===== config.mk =====
export PLATFORM = sky130hd
export DESIGN_NAME = sector_protection_bits
export DESIGN_NICKNAME = d
export VERILOG_FILES = /design/src/hw/guard_pkg.sv /design/src/hw/guard_group_map.sv /design/src/hw/sector_protection_bits.sv
export VERILOG_INCLUDE_DIRS = /design/src /design/src/hw
export SDC_FILE = /design/constraint.sdc
export NUM_CORES = 2
export LEC_CHECK = 0
export BUFFER_PORTS_ARGS = -buffer_cell sky130_fd_sc_hd__buf_4
export CORE_MARGIN = 8
export CORE_UTILIZATION = 35
export DETAILED_ROUTE_END_ITERATION = 16
export GPL_ROUTABILITY_DRIVEN = 0
export PLACE_DENSITY = 0.47
export SYNTH_ARGS = -nofsm -noshare
export SYNTH_HDL_FRONTEND = slang
export SYNTH_SLANG_ARGS = --single-unit

===== constraint.sdc =====
create_clock -name sys_clk -period 37.3 [get_ports sys_clk]
set_input_delay 3.73 -clock sys_clk [delete_from_list [all_inputs] [get_ports sys_clk]]
set_output_delay 3.73 -clock sys_clk [all_outputs]
set_load 0.005 [all_outputs]

===== src/hw/guard_defines.svh =====
`ifndef GUARD_DEFINES_SVH
`define GUARD_DEFINES_SVH

`define GUARD_GROUPS 542
`define GUARD_ADDR_W 25

`define GUARD_OFF_ADDR 8'h00
`define GUARD_OFF_CMD 8'h04
`define GUARD_OFF_PW_LO 8'h08
`define GUARD_OFF_PW_HI 8'h0C
`define GUARD_OFF_STATUS 8'h10

`define GUARD_OP_PROG 4'h1
`define GUARD_OP_ERASE 4'h2
`define GUARD_OP_VOL 4'h3
`define GUARD_OP_CLR_LOCK 4'h4
`define GUARD_OP_UNLOCK 4'h5
`define GUARD_OP_SW_RESET 4'h6
`define GUARD_OP_ARRAY_WR 4'h7
`define GUARD_CMD_DATA_BIT 8

`define GUARD_ST_BUSY 0
`define GUARD_ST_PROG_ERR 1
`define GUARD_ST_PROT_ERR 2
`define GUARD_ST_LOCK 3
`define GUARD_ST_PBIT 4
`define GUARD_ST_VBIT 5
`define GUARD_ST_PROT 6
`define GUARD_ST_PW_MODE 7
`define GUARD_ST_TB 8

`define GUARD_RST_LOCK 1'b0
`define GUARD_RST_VOL 1'b1

`define GUARD_CLK_NS 10
`define GUARD_UNLOCK_US 100
`define GUARD_UNLOCK_CYCLES \
   ((`GUARD_UNLOCK_US * 1000 + `GUARD_CLK_NS - 1) / `GUARD_CLK_NS)
`define GUARD_INIT_CYCLES 3
`define GUARD_PROG_CYCLES 1000
`define GUARD_PREP_CYCLES 200
`define GUARD_ERASE_CYCLES 4000

`endif


===== src/hw/guard_pkg.sv =====
package guard_pkg;
   typedef enum logic [2:0] {
      S_INIT, S_IDLE, S_PROG, S_PRE, S_VERIFY, S_ERASE, S_UNLOCK_WAIT
   } guard_state_t;
   typedef logic [9:0] group_idx_t;
   typedef struct packed {
      logic [3:0] op;
      logic data;
   } guard_cmd_t;
endpackage : guard_pkg


===== src/hw/guard_group_map.sv =====
`timescale 1ns/100ps
`default_nettype none
module guard_group_map (
   input wire logic [24:0] addr,
   input wire logic top_bottom_select,
   output guard_pkg::group_idx_t group
);
   import guard_pkg::*;
   logic [8:0] blk;
   logic [4:0] sec;
   assign blk = addr[24:16];
   assign sec = addr[16:12];
   always_comb begin
      if (top_bottom_select) begin
         if (blk < 9'd2)
            group = {5'b0, sec};
         else
            group = 10'({1'b0, blk} + 10'd30);
      end else begin
         if (blk >= 9'd510)
            group = 10'(10'd510 + {5'b0, sec});
         else
            group = {1'b0, blk};
      end
   end
endmodule : guard_group_map
`default_nettype wire


===== src/hw/sector_protection_bits.sv =====
`timescale 1ns/100ps
`default_nettype none
`include "guard_defines.svh"
// Contract
// - 542 groups: 510 blocks plus 32 end sectors, end chosen by select
// - persistent bits program to zero singly, erase to one all together
// - no single-bit persistent erase; erase takes no address
// - erase does internal pre-program and verify; timed program and erase
// - busy flag readable in status while program or erase runs
// - no array reads while a persistent bit is being programmed
// - persistent bits leave the factory erased to one
// - volatile write sets one group's volatile bit to zero or one
// - group unprotected only when persistent and volatile bits are one
// - volatile bits writable any number of times whatever the lock
// - volatile bits go unprotected on power-up, soft or hard reset
// - lock zero rejects persistent program and erase, bits unchanged
// - persistent mode: lock one at reset, never set again by software
// - password mode: lock zero at reset, set only by good password
// - software reset leaves the lock unchanged
// - bad password sets program and protection errors, lock stays zero
// - bad password holds busy about 100 us; good password skips it
module sector_protection_bits #(
   parameter int unsigned UNLOCK_CYCLES = `GUARD_UNLOCK_CYCLES,
   parameter int unsigned PROG_CYCLES = `GUARD_PROG_CYCLES,
   parameter int unsigned PREP_CYCLES = `GUARD_PREP_CYCLES,
   parameter int unsigned ERASE_CYCLES = `GUARD_ERASE_CYCLES,
   parameter logic [63:0] HIDDEN_PASSWORD = 64'hFFFF_FFFF_FFFF_FFFF
) (
   input wire logic sys_clk,
   input wire logic rst_n,
   input wire logic hsel,
   input wire logic [31:0] haddr,
   input wire logic [1:0] htrans,
   input wire logic hwrite,
   input wire logic [2:0] hsize,
   input wire logic [31:0] hwdata,
   input wire logic hready,
   output logic [31:0] hrdata,
   output logic hreadyout,
   output logic hresp,
   input wire logic hw_reset_pin_n,
   input wire logic password_mode_pin,
   input wire logic top_bottom_pin,
   output logic embedded_op_active,
   output logic array_read_block,
   output logic array_write_go,
   output logic [24:0] array_write_addr
);
   import guard_pkg::*;

   localparam int unsigned GROUPS = `GUARD_GROUPS;

   guard_state_t state;
   guard_state_t next_state;
   logic [31:0] timer;
   logic [1:0] hwr_sync;
   logic [1:0] mode_sync;
   logic [1:0] tb_sync;
   logic hard_reset;
   logic pw_mode;
   logic top_bottom_select;

   logic wr_pend;
   logic [7:0] wr_off;
   logic [24:0] tgt_addr;
   logic [63:0] pw_cand;
   guard_cmd_t cmd;
   group_idx_t tgt_group;
   group_idx_t op_group;

   // nonvolatile cells: initial value models the erased factory state
   logic [GROUPS-1:0] persistent_guard_bit = '1;
   logic [GROUPS-1:0] volatile_guard_bit;
   logic persistent_guard_lock;
   logic prog_err;
   logic protection_error_flag;

   logic wr_cmd;
   logic wr_status;
   logic go;
   logic prog_req;
   logic erase_req;
   logic vol_req;
   logic clear_lock_command;
   logic password_unlock_command;
   logic pw_ok;
   logic swr_req;
   logic arr_req;
   logic p_bit;
   logic v_bit;
   logic group_prot;
   logic err_set;

   // pins from outside the clock domain
   always_ff @(posedge sys_clk) begin
      if (!rst_n) begin
         hwr_sync <= 2'b11;
         mode_sync <= 2'b00;
         tb_sync <= 2'b00;
      end else begin
         hwr_sync <= {hwr_sync[0], hw_reset_pin_n};
         mode_sync <= {mode_sync[0], password_mode_pin};
         tb_sync <= {tb_sync[0], top_bottom_pin};
      end
   end
   assign hard_reset = !hwr_sync[1];
   assign pw_mode = mode_sync[1];
   assign top_bottom_select = tb_sync[1];

   guard_group_map u_map (
      .addr(tgt_addr),
      .top_bottom_select(top_bottom_select),
      .group(tgt_group)
   );

   assign p_bit = persistent_guard_bit[tgt_group];
   assign v_bit = volatile_guard_bit[tgt_group];
   assign group_prot = !(p_bit && v_bit);

   function automatic logic [31:0] read_word(input logic [7:0] off);
      logic [31:0] w;
      w = 32'h0000_0000;
      case (off)
         `GUARD_OFF_ADDR: w = {7'b0, tgt_addr};
         `GUARD_OFF_STATUS: begin
            w[`GUARD_ST_BUSY] = embedded_op_active;
            w[`GUARD_ST_PROG_ERR] = prog_err;
            w[`GUARD_ST_PROT_ERR] = protection_error_flag;
            w[`GUARD_ST_LOCK] = persistent_guard_lock;
            w[`GUARD_ST_PBIT] = p_bit;
            w[`GUARD_ST_VBIT] = v_bit;
            w[`GUARD_ST_PROT] = group_prot;
            w[`GUARD_ST_PW_MODE] = pw_mode;
            w[`GUARD_ST_TB] = top_bottom_select;
         end
         default: w = 32'h0000_0000;
      endcase
      return w;
   endfunction : read_word

   // zero-wait slave; read data sampled in the address phase, so a read
   // right behind a write to the same word returns the older value
   always_ff @(posedge sys_clk) begin
      if (!rst_n) begin
         hreadyout <= 1'b1;
         hresp <= 1'b0;
         hrdata <= 32'h0000_0000;
         wr_pend <= 1'b0;
         wr_off <= 8'h00;
      end else begin
         hreadyout <= 1'b1;
         hresp <= 1'b0;
         wr_pend <= hsel && htrans[1] && hready && hwrite &&
                    (hsize == 3'b010);
         if (hsel && htrans[1] && hready) begin
            wr_off <= haddr[7:0];
            if (!hwrite)
               hrdata <= read_word(haddr[7:0]);
         end
      end
   end

   always_ff @(posedge sys_clk) begin
      if (!rst_n) begin
         tgt_addr <= '0;
         pw_cand <= '0;
      end else if (wr_pend) begin
         if (wr_off == `GUARD_OFF_ADDR)
            tgt_addr <= hwdata[24:0];
         if (wr_off == `GUARD_OFF_PW_LO)
            pw_cand[31:0] <= hwdata;
         if (wr_off == `GUARD_OFF_PW_HI)
            pw_cand[63:32] <= hwdata;
      end
   end

   assign cmd = {hwdata[3:0], hwdata[`GUARD_CMD_DATA_BIT]};
   assign wr_cmd = wr_pend && (wr_off == `GUARD_OFF_CMD);
   assign wr_status = wr_pend && (wr_off == `GUARD_OFF_STATUS);
   // commands count only when idle; while busy they are dropped
   assign go = wr_cmd && (state == S_IDLE) && !hard_reset;
   assign prog_req = go && (cmd.op == `GUARD_OP_PROG);
   assign erase_req = go && (cmd.op == `GUARD_OP_ERASE);
   assign vol_req = go && (cmd.op == `GUARD_OP_VOL);
   assign clear_lock_command = go && (cmd.op == `GUARD_OP_CLR_LOCK);
   assign password_unlock_command = go && pw_mode &&
                                    (cmd.op == `GUARD_OP_UNLOCK);
   assign swr_req = go && (cmd.op == `GUARD_OP_SW_RESET);
   assign arr_req = go && (cmd.op == `GUARD_OP_ARRAY_WR);
   assign pw_ok = (pw_cand == HIDDEN_PASSWORD);
   assign err_set = ((prog_req || erase_req) && !persistent_guard_lock) ||
                    (password_unlock_command && !pw_ok) ||
                    (arr_req && group_prot);

   function automatic logic [31:0] load_time(input guard_state_t s);
      logic [31:0] t;
      t = 32'h0000_0000;
      case (s)
         S_INIT: t = 32'(`GUARD_INIT_CYCLES);
         S_PROG: t = 32'(PROG_CYCLES - 1);
         S_PRE: t = 32'(PREP_CYCLES - 1);
         S_VERIFY: t = 32'(PREP_CYCLES - 1);
         S_ERASE: t = 32'(ERASE_CYCLES - 1);
         S_UNLOCK_WAIT: t = 32'(UNLOCK_CYCLES - 1);
         default: t = 32'h0000_0000;
      endcase
      return t;
   endfunction : load_time

   always_comb begin
      next_state = state;
      case (state)
         S_INIT:
            if (timer == 32'h0000_0000)
               next_state = S_IDLE;
         S_IDLE: begin
            if (prog_req && persistent_guard_lock)
               next_state = S_PROG;
            else if (erase_req && persistent_guard_lock)
               next_state = S_PRE;
            else if (password_unlock_command && !pw_ok)
               next_state = S_UNLOCK_WAIT;
         end
         S_PROG, S_ERASE, S_UNLOCK_WAIT:
            if (timer == 32'h0000_0000)
               next_state = S_IDLE;
         S_PRE:
            if (timer == 32'h0000_0000)
               next_state = S_VERIFY;
         S_VERIFY:
            if (timer == 32'h0000_0000)
               next_state = S_ERASE;
         default: next_state = S_IDLE;
      endcase
      if (hard_reset)
         next_state = S_INIT;
   end

   always_ff @(posedge sys_clk) begin
      if (!rst_n) begin
         state <= S_INIT;
         timer <= 32'(`GUARD_INIT_CYCLES);
         embedded_op_active <= 1'b1;
         array_read_block <= 1'b0;
      end else begin
         state <= next_state;
         if (next_state != state || hard_reset)
            timer <= load_time(next_state);
         else if (timer != 32'h0000_0000)
            timer <= timer - 32'h0000_0001;
         embedded_op_active <= (next_state != S_IDLE);
         array_read_block <= (next_state == S_PROG);
      end
   end

   always_ff @(posedge sys_clk) begin
      if (!rst_n)
         op_group <= '0;
      else if (prog_req)
         op_group <= tgt_group;
   end

   // no reset term: these cells keep their value across every reset
   always_ff @(posedge sys_clk) begin
      if (state == S_PROG && timer == 32'h0000_0000)
         persistent_guard_bit[op_group] <= 1'b0;
      else if (state == S_ERASE && timer == 32'h0000_0000)
         persistent_guard_bit <= '1;
   end

   always_ff @(posedge sys_clk) begin
      if (!rst_n || hard_reset || swr_req)
         volatile_guard_bit <= {GROUPS{`GUARD_RST_VOL}};
      else if (vol_req)
         volatile_guard_bit[tgt_group] <= cmd.data;
   end

   // mode strap is read only after its synchroniser has settled
   always_ff @(posedge sys_clk) begin
      if (!rst_n || hard_reset)
         persistent_guard_lock <= `GUARD_RST_LOCK;
      else if (state == S_INIT && timer == 32'h0000_0000)
         persistent_guard_lock <= !pw_mode;
      else if (clear_lock_command)
         persistent_guard_lock <= 1'b0;
      else if (password_unlock_command && pw_ok)
         persistent_guard_lock <= 1'b1;
   end

   // a new error wins over a clear written in the same cycle
   always_ff @(posedge sys_clk) begin
      if (!rst_n || hard_reset) begin
         prog_err <= 1'b0;
         protection_error_flag <= 1'b0;
      end else begin
         prog_err <= err_set ||
            (prog_err && !(wr_status && hwdata[`GUARD_ST_PROG_ERR]));
         protection_error_flag <= err_set ||
            (protection_error_flag &&
             !(wr_status && hwdata[`GUARD_ST_PROT_ERR]));
      end
   end

   always_ff @(posedge sys_clk) begin
      if (!rst_n) begin
         array_write_go <= 1'b0;
         array_write_addr <= '0;
      end else begin
         array_write_go <= arr_req && !group_prot;
         if (arr_req)
            array_write_addr <= tgt_addr;
      end
   end

   AST_LOCK_BLOCKS_PPB: assert property (@(posedge sys_clk)
      disable iff (!rst_n)
      (prog_req || erase_req) && !persistent_guard_lock
      |=> $stable(persistent_guard_bit) && state == S_IDLE && prog_err)
      else $error("persistent change accepted while locked");

   AST_PROG_CLEARS_ONE: assert property (@(posedge sys_clk)
      disable iff (!rst_n)
      state == S_PROG && timer == 32'h0000_0000 && !hard_reset
      |=> !persistent_guard_bit[$past(op_group)] && state == S_IDLE)
      else $error("program did not clear the persistent bit");

   AST_ERASE_SETS_ALL: assert property (@(posedge sys_clk)
      disable iff (!rst_n)
      state == S_ERASE && timer == 32'h0000_0000
      |=> &persistent_guard_bit)
      else $error("erase left a persistent bit at zero");

   AST_ARRAY_GATED: assert property (@(posedge sys_clk)
      disable iff (!rst_n)
      arr_req |=> array_write_go == ($past(p_bit) && $past(v_bit)))
      else $error("array write gating wrong");

   AST_SWRST_VOL: assert property (@(posedge sys_clk)
      disable iff (!rst_n)
      swr_req |=> &volatile_guard_bit &&
                  persistent_guard_lock == $past(persistent_guard_lock))
      else $error("software reset handled wrongly");

   AST_NO_RELOCK: assert property (@(posedge sys_clk)
      disable iff (!rst_n)
      !pw_mode && !persistent_guard_lock && state != S_INIT
      |=> !persistent_guard_lock)
      else $error("lock set again in persistent mode");

   AST_BAD_PW: assert property (@(posedge sys_clk)
      disable iff (!rst_n)
      password_unlock_command && !pw_ok
      |=> embedded_op_active && !persistent_guard_lock &&
          protection_error_flag ##1 embedded_op_active)
      else $error("bad password not delayed");

   AST_GOOD_PW: assert property (@(posedge sys_clk)
      disable iff (!rst_n)
      password_unlock_command && pw_ok
      |=> persistent_guard_lock && !embedded_op_active)
      else $error("good password did not unlock at once");

   AST_READ_BLOCK: assert property (@(posedge sys_clk)
      disable iff (!rst_n)
      (state == S_PROG) == array_read_block)
      else $error("array reads not blocked during program");

   AST_VOL_WRITE: assert property (@(posedge sys_clk)
      disable iff (!rst_n)
      vol_req && !hard_reset
      |=> volatile_guard_bit[$past(tgt_group)] == $past(cmd.data))
      else $error("volatile bit write lost");
endmodule : sector_protection_bits
`default_nettype wire


# Word level (Yosys, flattened, before mapping)
# Cells that the tools add are included.
classes:
  add_sub_neg: 3
  mul: 0
  div: 0
  magnitude_cmp: 6
  eq_ne: 27
  shifts: 0
  mux: 30
  n_bitwise: 3
  n_reduce_logical: 64
ops:
  columns: ["cell", "n"]
  rows:
  - ["$mux W542", 2]
  - ["$and A542 B542 Y542", 1]
  - ["$bwmux W542", 1]
  - ["$not A542 Y542", 1]
  - ["$pmux W14 S5", 1]
  - ["$eq A64 B64 Y1 const B", 1]
  - ["$mux W32", 2]
  - ["$logic_and A1 B1 Y1", 33]
  - ["$logic_not A32 Y1", 1]
  - ["$reduce_bool A32 Y1", 1]
  - ["$sub A32 B1 Y32 const B", 1]
  - ["$mux W10", 3]
  - ["$lt A10 B11 Y1 const B", 2]
  - ["$mux W3", 7]
  - ["$bmux W1 S10", 2]
  - ["$demux W1 S10", 2]
  - ["$ge A10 B1 Y1 const B", 2]
  - ["$eq A3 B3 Y1 const B", 6]
  - ["$pmux W9 S2", 1]
  - ["$eq A4 B3 Y1 const B", 4]
  - ["$eq A8 B4 Y1 const B", 2]
  - ["$eq A8 B5 Y1 const B", 2]
  - ["$logic_not A8 Y1", 2]
  - ["$mux W16", 1]
  - ["other kinds (22)", 52]
word_totals:
  regBits: 1296
  latchBits: 0
  mem_bits_rw: 0
  romBits: 0
  input_bits: 77
  out_inout_bits: 62
  elab_cells: 154
  n_memories: 0

# Depth between registers and ports, before layout
logic_depth:
  word_depth: 16
  depth_mapped: 20
  depth_no_buf: 14

# Hierarchy
# A second synthesis with hierarchy kept.
unflattened:
  cells_unflattened: 6553
  area_unflattened_um2: 60255.3
modules_own_cells:
  columns: ["module", "instances", "cells_per_inst", "area_per_inst_um2", "seq_area_each_um2"]
  rows:
  - ["sector_protection_bits", 1, 6485, 59794.8, 31230.0]
  - ["guard_group_map", 1, 68, 460.4, 0.0]

# Least setup slack after synthesis
# No wires, ideal clock.
synth_timing:
  kind: "flip-flop to flip-flop"
  startpoint: "register timer[2]"
  endpoint: "register persistent_guard_bit[0], enable pin"
  setup_ns: 1.629
  arrival_ns: 27.655
  required_ns: 35.671
  setup_slack_ns: 8.016
  path_stages_with_launch: 6
  n_path_buf: 0
  synth_period_minus_slack_ns: 29.284
  cell_sequence: "dfxtp_1 -> nor3_1 -> nand4b_1 -> nor4_1 -> nand4_1 -> a21oi_1"
synth_between:
  elab_chain_cells: 3
  word_cells_on_any_way: 4
  cone_classes: "4 x reduce/logical"
synth_lines:
  columns: ["item", "line", "source"]
  rows:
  - ["start: declaration", "sector_protection_bits.sv:55", "logic [31:0] timer;"]
  - ["start signal: assignment", "sector_protection_bits.sv:242", "timer <= 32'(`GUARD_INIT_CYCLES);"]
  - ["start signal: assignment", "sector_protection_bits.sv:248", "timer <= load_time(next_state);"]
  - ["start signal: assignment", "sector_protection_bits.sv:250", "timer <= timer - 32'h0000_0001;"]
  - ["$logic_not A32 Y1 *", "sector_protection_bits.sv:265, sector_protection_bits.sv:267", null]
  - ["$logic_and A1 B1 Y1 (on tied branches)", "sector_protection_bits.sv:265, sector_protection_bits.sv:267", null]
  - ["$reduce_bool A2 Y1 (no source line) *", null, null]
  - ["end signal: indexed assignment", "sector_protection_bits.sv:266", "persistent_guard_bit[op_group] <= 1'b0;"]
  - ["end signal: assignment", "sector_protection_bits.sv:268", "persistent_guard_bit <= '1;"]
  - ["end: declaration", "sector_protection_bits.sv:72", "logic [GROUPS-1:0] persistent_guard_bit = '1;"]
# Mark *: on every way between the ends. The rest lies on a longest branch, timed or not.
# A chain may end at the register's enable or synchronous reset.

# Final worst setup path
layout_timing:
  startpoint: "register tgt_addr[17]"
  endpoint: "register hrdata[6]"
layout_between:
  elab_chain_cells: 8
  word_cells_on_any_way: 13
  cone_classes: "1 x add/sub; 2 x order compare; 8 x mux; 2 x reduce/logical"
layout_lines:
  columns: ["item", "line", "source"]
  rows:
  - ["start: declaration", "sector_protection_bits.sv:65", "logic [24:0] tgt_addr;"]
  - ["start signal: assignment", "sector_protection_bits.sv:169", "tgt_addr <= hwdata[24:0];"]
  - ["$add A9 B5 Y10, or another cell as far along", "guard_group_map.sv:18", "group = 10'({1'b0, blk} + 10'd30);"]
  - ["$mux W10 (on tied branches)", "guard_group_map.sv:15, guard_group_map.sv:20", null]
  - ["$mux W10 *", "guard_group_map.sv:14", "if (top_bottom_select) begin"]
  - ["$bmux W1 S10 (on tied branches)", "sector_protection_bits.sv:116, sector_protection_bits.sv:117", null]
  - ["$mux W1 (on tied branches)", "sector_protection_bits.sv:116, sector_protection_bits.sv:117", null]
  - ["$logic_and A1 B1 Y1 *", "sector_protection_bits.sv:118", "assign group_prot = !(p_bit && v_bit);"]
  - ["$logic_not A1 Y1 *", "sector_protection_bits.sv:118", null]
  - ["$pmux W9 S2 *", "sector_protection_bits.sv:123", "case (off)"]
  - ["end signal: assignment", "sector_protection_bits.sv:158", "hrdata <= read_word(haddr[7:0]);"]
  - ["end: declaration", "sector_protection_bits.sv:38", "output logic [31:0] hrdata,"]
# Mark *: on every way between the ends. The rest lies on a longest branch, timed or not. The select of a mux whose other input is x is not followed.

==> qor.csv <==
stage,metric,value,unit
sta,pins over their slew limit,0,
power_and_ir_drop,share of power burned in combinational logic,0.031,
detailed_routing,initial DRC count,6854,
sta,Max-Slew Margin vs Limit,0.134,
sta,final setup fails,0,
grt,initial antenna violation count,14,
detailed_routing,routed wire length per instance,25.0,um
clocking,clk_lat worst skew,0.80,ns
sta,Worst Hold Margin,0.404,ns
sta,Final Critical Period,7.80,ns
cells_and_area,fraction of the core area covered by cells at the end of the flow,0.391,
sta,top achievable clock speed,0.128,GHz
setup_path,data required time at the worst endpoint,37.95,ns
clocking,hold_buf cts,0,
job,number of maximum-capacitance constraint violations,0,
placed_design,count of buffers from port buffering,104,
cells_and_area,Sequential Area,0.0312,sq mm
cells_and_area,final non-filler cell area,0.0686,sq mm
cells_and_area,P&R area growth vs syn,11.5,%
clocking,buffer levels on the longest clock path,3,
clocking,clock buffers created by TritonCTS,149,
yosys,count of distinct cell types in the synthesized netlist,79,
power_and_ir_drop,clock share of power,0.484,
setup_path,path type of the worst setup path,register to register,
sta,RSZ-0062 raised after global routing,false,
setup_path,register-to-register setup slack,29.50,ns
floorplan,# IOs,139,
yosys,proportion of register bits with asynchronous set or reset after synthesis,0,
yosys,Post-Synthesis Cells,7568,
sta,count of final hold-check violations,0,
yosys,synth warn,0,
placed_design,Post-Place Cell Area,0.0639,sq mm
floorplan,core area,0.175,sq mm
clocking,CTS H-Tree Depth,4,
clocking,clk slew on worst S/H paths,0.06,ns
setup_path,startpoint class of the critical path,register,
power_and_ir_drop,leakage dissipation,0.0229,uW
detailed_routing,1st-pass router iterations,8,
clocking,clock root buffer,clkbuf_16,
grt,total global routing track utilization,0.244,
clocking,clock tree from TritonCTS,done,
clocking,number of buffers inserted by post-CTS setup repair,0,
clocking,Resized Gates After CTS,0,
run_status,status,"finished, final reports clean",
floorplan,number of placement rows,154,
grt,global-route wire length before repair,359,mm
clocking,Num Clock Sinks,1289,
power_and_ir_drop,sw power,693,uW
power_and_ir_drop,Switching Fraction,0.230,
floorplan,floorplan die area,0.190,sq mm
detailed_routing,DRC viols,0,
cells_and_area,ratio of cells with drive above 1 in the final layout,0.0773,
yosys,sequential element share of the synthesized area,0.507,
floorplan,die outline width,435,um
yosys,post-synthesis cell area,0.0615,sq mm
grt,number of global-route vias before repair,52660,
sta,clock skew after layout,0.0287,ns
setup_path,data arrival at the endpoint of the critical path,8.45,ns
power_and_ir_drop,internal cell power,2320,uW
detailed_routing,final wirelength,244,mm
setup_path,endpoint kind of the worst setup timing path,register,
power_and_ir_drop,worst voltage drop across the vdd grid,0.0000375,V
yosys,Most used DFF post-synth,dfxtp_1,
floorplan,starting density of the core,0.351,
detailed_routing,total number of vias,56772,
cells_and_area,most used cells in the layout excluding fill and tap cells,"nand2_1 (1760), nand3_1 (1347), o21ai_0 (1138)",
cells_and_area,Filler Cell Count,17982,
min_path,classification of the worst-slack hold path,register to register,
cells_and_area,number of nets in the layout,7345,
power_and_ir_drop,proportion of power drawn by flip-flops and latches,0.485,
grt,maximum number of pins on one net before global-route repair,230,
power_and_ir_drop,power density of the placed cells,44.0,mW/mm^2
yosys,"EDFF count, synth",542,
yosys,Synth Area per Inst,8.13,sq um
detailed_routing,Detail Route Antenna Nets,0,
placed_design,worst slack after detailed placement,29.57,ns
setup_path,maximum fanout encountered on the critical timing path,59,
sta,"Worst Setup Slack, final",29.50,ns
yosys,synthesized flop and latch total,1289,
sta,Sum Neg Setup Slack,0,ns
cells_and_area,area used by multi-input combinational logic,0.0275,sq mm
detailed_routing,ratio of routed vias to standard cells,5.83,
floorplan,Die Height,435,um
grt,global route overflow,0,
sta,Tightest Pin Transition,1.30,ns
cells_and_area,most common library cell in the layout ignoring fill and taps,nand2_1,
sta,final worst-path cycle share,0.209,
placed_design,DP HPWL,136,mm
-- flip-flops by register name, indices dropped and copies added (netlist names), 3 cells and up --
name                  cells
volatile_guard_bit      542
op_group                 10
persistent_guard_bit    542
wr_off                    8
hrdata                   25
pw_cand                  64
state                     3
timer                    32
tgt_addr                 25
array_write_addr         25
-- stage by stage --
stage	total power, uW	cells
floorplan	1550	7575
global placement	1590	9452
detailed placement	1590	9452
CTS	3040	9723
global route	3100	9725
finish	3020	9733
-- area by class of cell --
cell class / count / area share
Timing Repair Buffer: 266 / 0.0308
Antenna cell: 10 / 0.000365
Multi-Input combinational cell: 5538 / 0.401
Sequential cell: 1289 / 0.455
Tap cell: 2340 / 0.0427
Clock inverter: 46 / 0.00631
Clock buffer: 225 / 0.0627
Inverter: 19 / 0.00108
-- per-layer routing --
metal / GRT usage / vias to the layer above / wire, um
met3: 0.0326 / 370 / 16000
li1: - / 26127 / -
met1: 0.343 / 28015 / 108000
met5: 0 / - / 0
met2: 0.388 / 2260 / 113000
met4: 0.0788 / 0 / 7240
-- cells by family after synthesis --
logic type,share of synthesized area
AOI/OAI and AO/OA,0.159
xor gates and xnor gates,0.00484
and+or+nand+nor,0.259
DFF,0.507
muxes,0.0175
buffers and inverters,0.0512
other,0.000122
adders and majority gates,0.00102
-- synthesized netlist by cell type (7+ instances only) --
| cell type | number | area share |
|---|---|---|
| nor3b_1 | 12 | 0.0015 |
| a21oi_1 | 372 | 0.030 |
| nand2_1 | 1773 | 0.11 |
| and3_1 | 68 | 0.0069 |
| o211ai_1 | 17 | 0.0021 |
| inv_1 | 18 | 0.0011 |
| xnor2_1 | 21 | 0.0030 |
| o22a_1 | 10 | 0.0014 |
| nor3_1 | 52 | 0.0042 |
| o21ai_0 | 1139 | 0.093 |
| a22oi_1 | 41 | 0.0050 |
| mux2i_1 | 93 | 0.015 |
| edfxtp_1 | 542 | 0.26 |
| a32oi_1 | 12 | 0.0017 |
| o31ai_1 | 11 | 0.0013 |
| buf_6 | 7 | 0.0013 |
| nand3b_1 | 9 | 0.0011 |
| nor4_1 | 39 | 0.0040 |
| nand4_1 | 28 | 0.0028 |
| o22ai_1 | 51 | 0.0052 |
| mux2_2 | 13 | 0.0024 |
| buf_2 | 156 | 0.013 |
| a31oi_1 | 63 | 0.0064 |
| a211oi_1 | 34 | 0.0041 |
| dfxtp_1 | 747 | 0.24 |
| nor2_1 | 152 | 0.0093 |
| and2_1 | 10 | 0.0010 |
| or4_1 | 24 | 0.0029 |
| or3_1 | 11 | 0.0011 |
| xor2_1 | 13 | 0.0019 |
| o221ai_1 | 8 | 0.0011 |
| nor2b_1 | 13 | 0.0013 |
| nand2b_1 | 10 | 0.0010 |
| buf_4 | 25 | 0.0030 |
| a21o_1 | 11 | 0.0013 |
| buf_1 | 23 | 0.0014 |
| nand3_1 | 1347 | 0.11 |
| clkbuf_1 | 518 | 0.032 |
-- critical path: stages (launching register included) --
cell and delay [ns]:
dfxtp_1 0.42, inv_1 0.15, ha_1 0.25, or4bb_1 0.52, o22a_1 0.50, o21ai_4 0.76, buf_4 0.70, buf_4 0.76
buf_4 0.70, mux2i_1 0.15, o21ai_0 0.21, o22ai_1 0.14, or3_1 0.32, o31ai_1 0.77, and4_1 0.39, a211oi_1 0.08
buf_4 0.20, nor4_1 0.36, o31ai_1 0.13
-- final timing paths --
kind	start	to	depth (start not counted)
max	tgt_addr[17]	hrdata[6]	18
min	hwr_sync[0]	hwr_sync[1]	1
max reg2reg	tgt_addr[17]	hrdata[6]	18
min reg2reg	hwr_sync[0]	hwr_sync[1]	1
-- power by group through the flow --
stage	Clock, uW	Combinational, uW	Sequential [uW]
after floorplan	0	60.7	1490
after global placement	0	92.4	1490
after detailed placement	0	92.3	1490
after global routing	1540	100	1460
final	1460	93.6	1460
after CTS	1490	92.5	1460
Power figures use the tool's default switching activity.
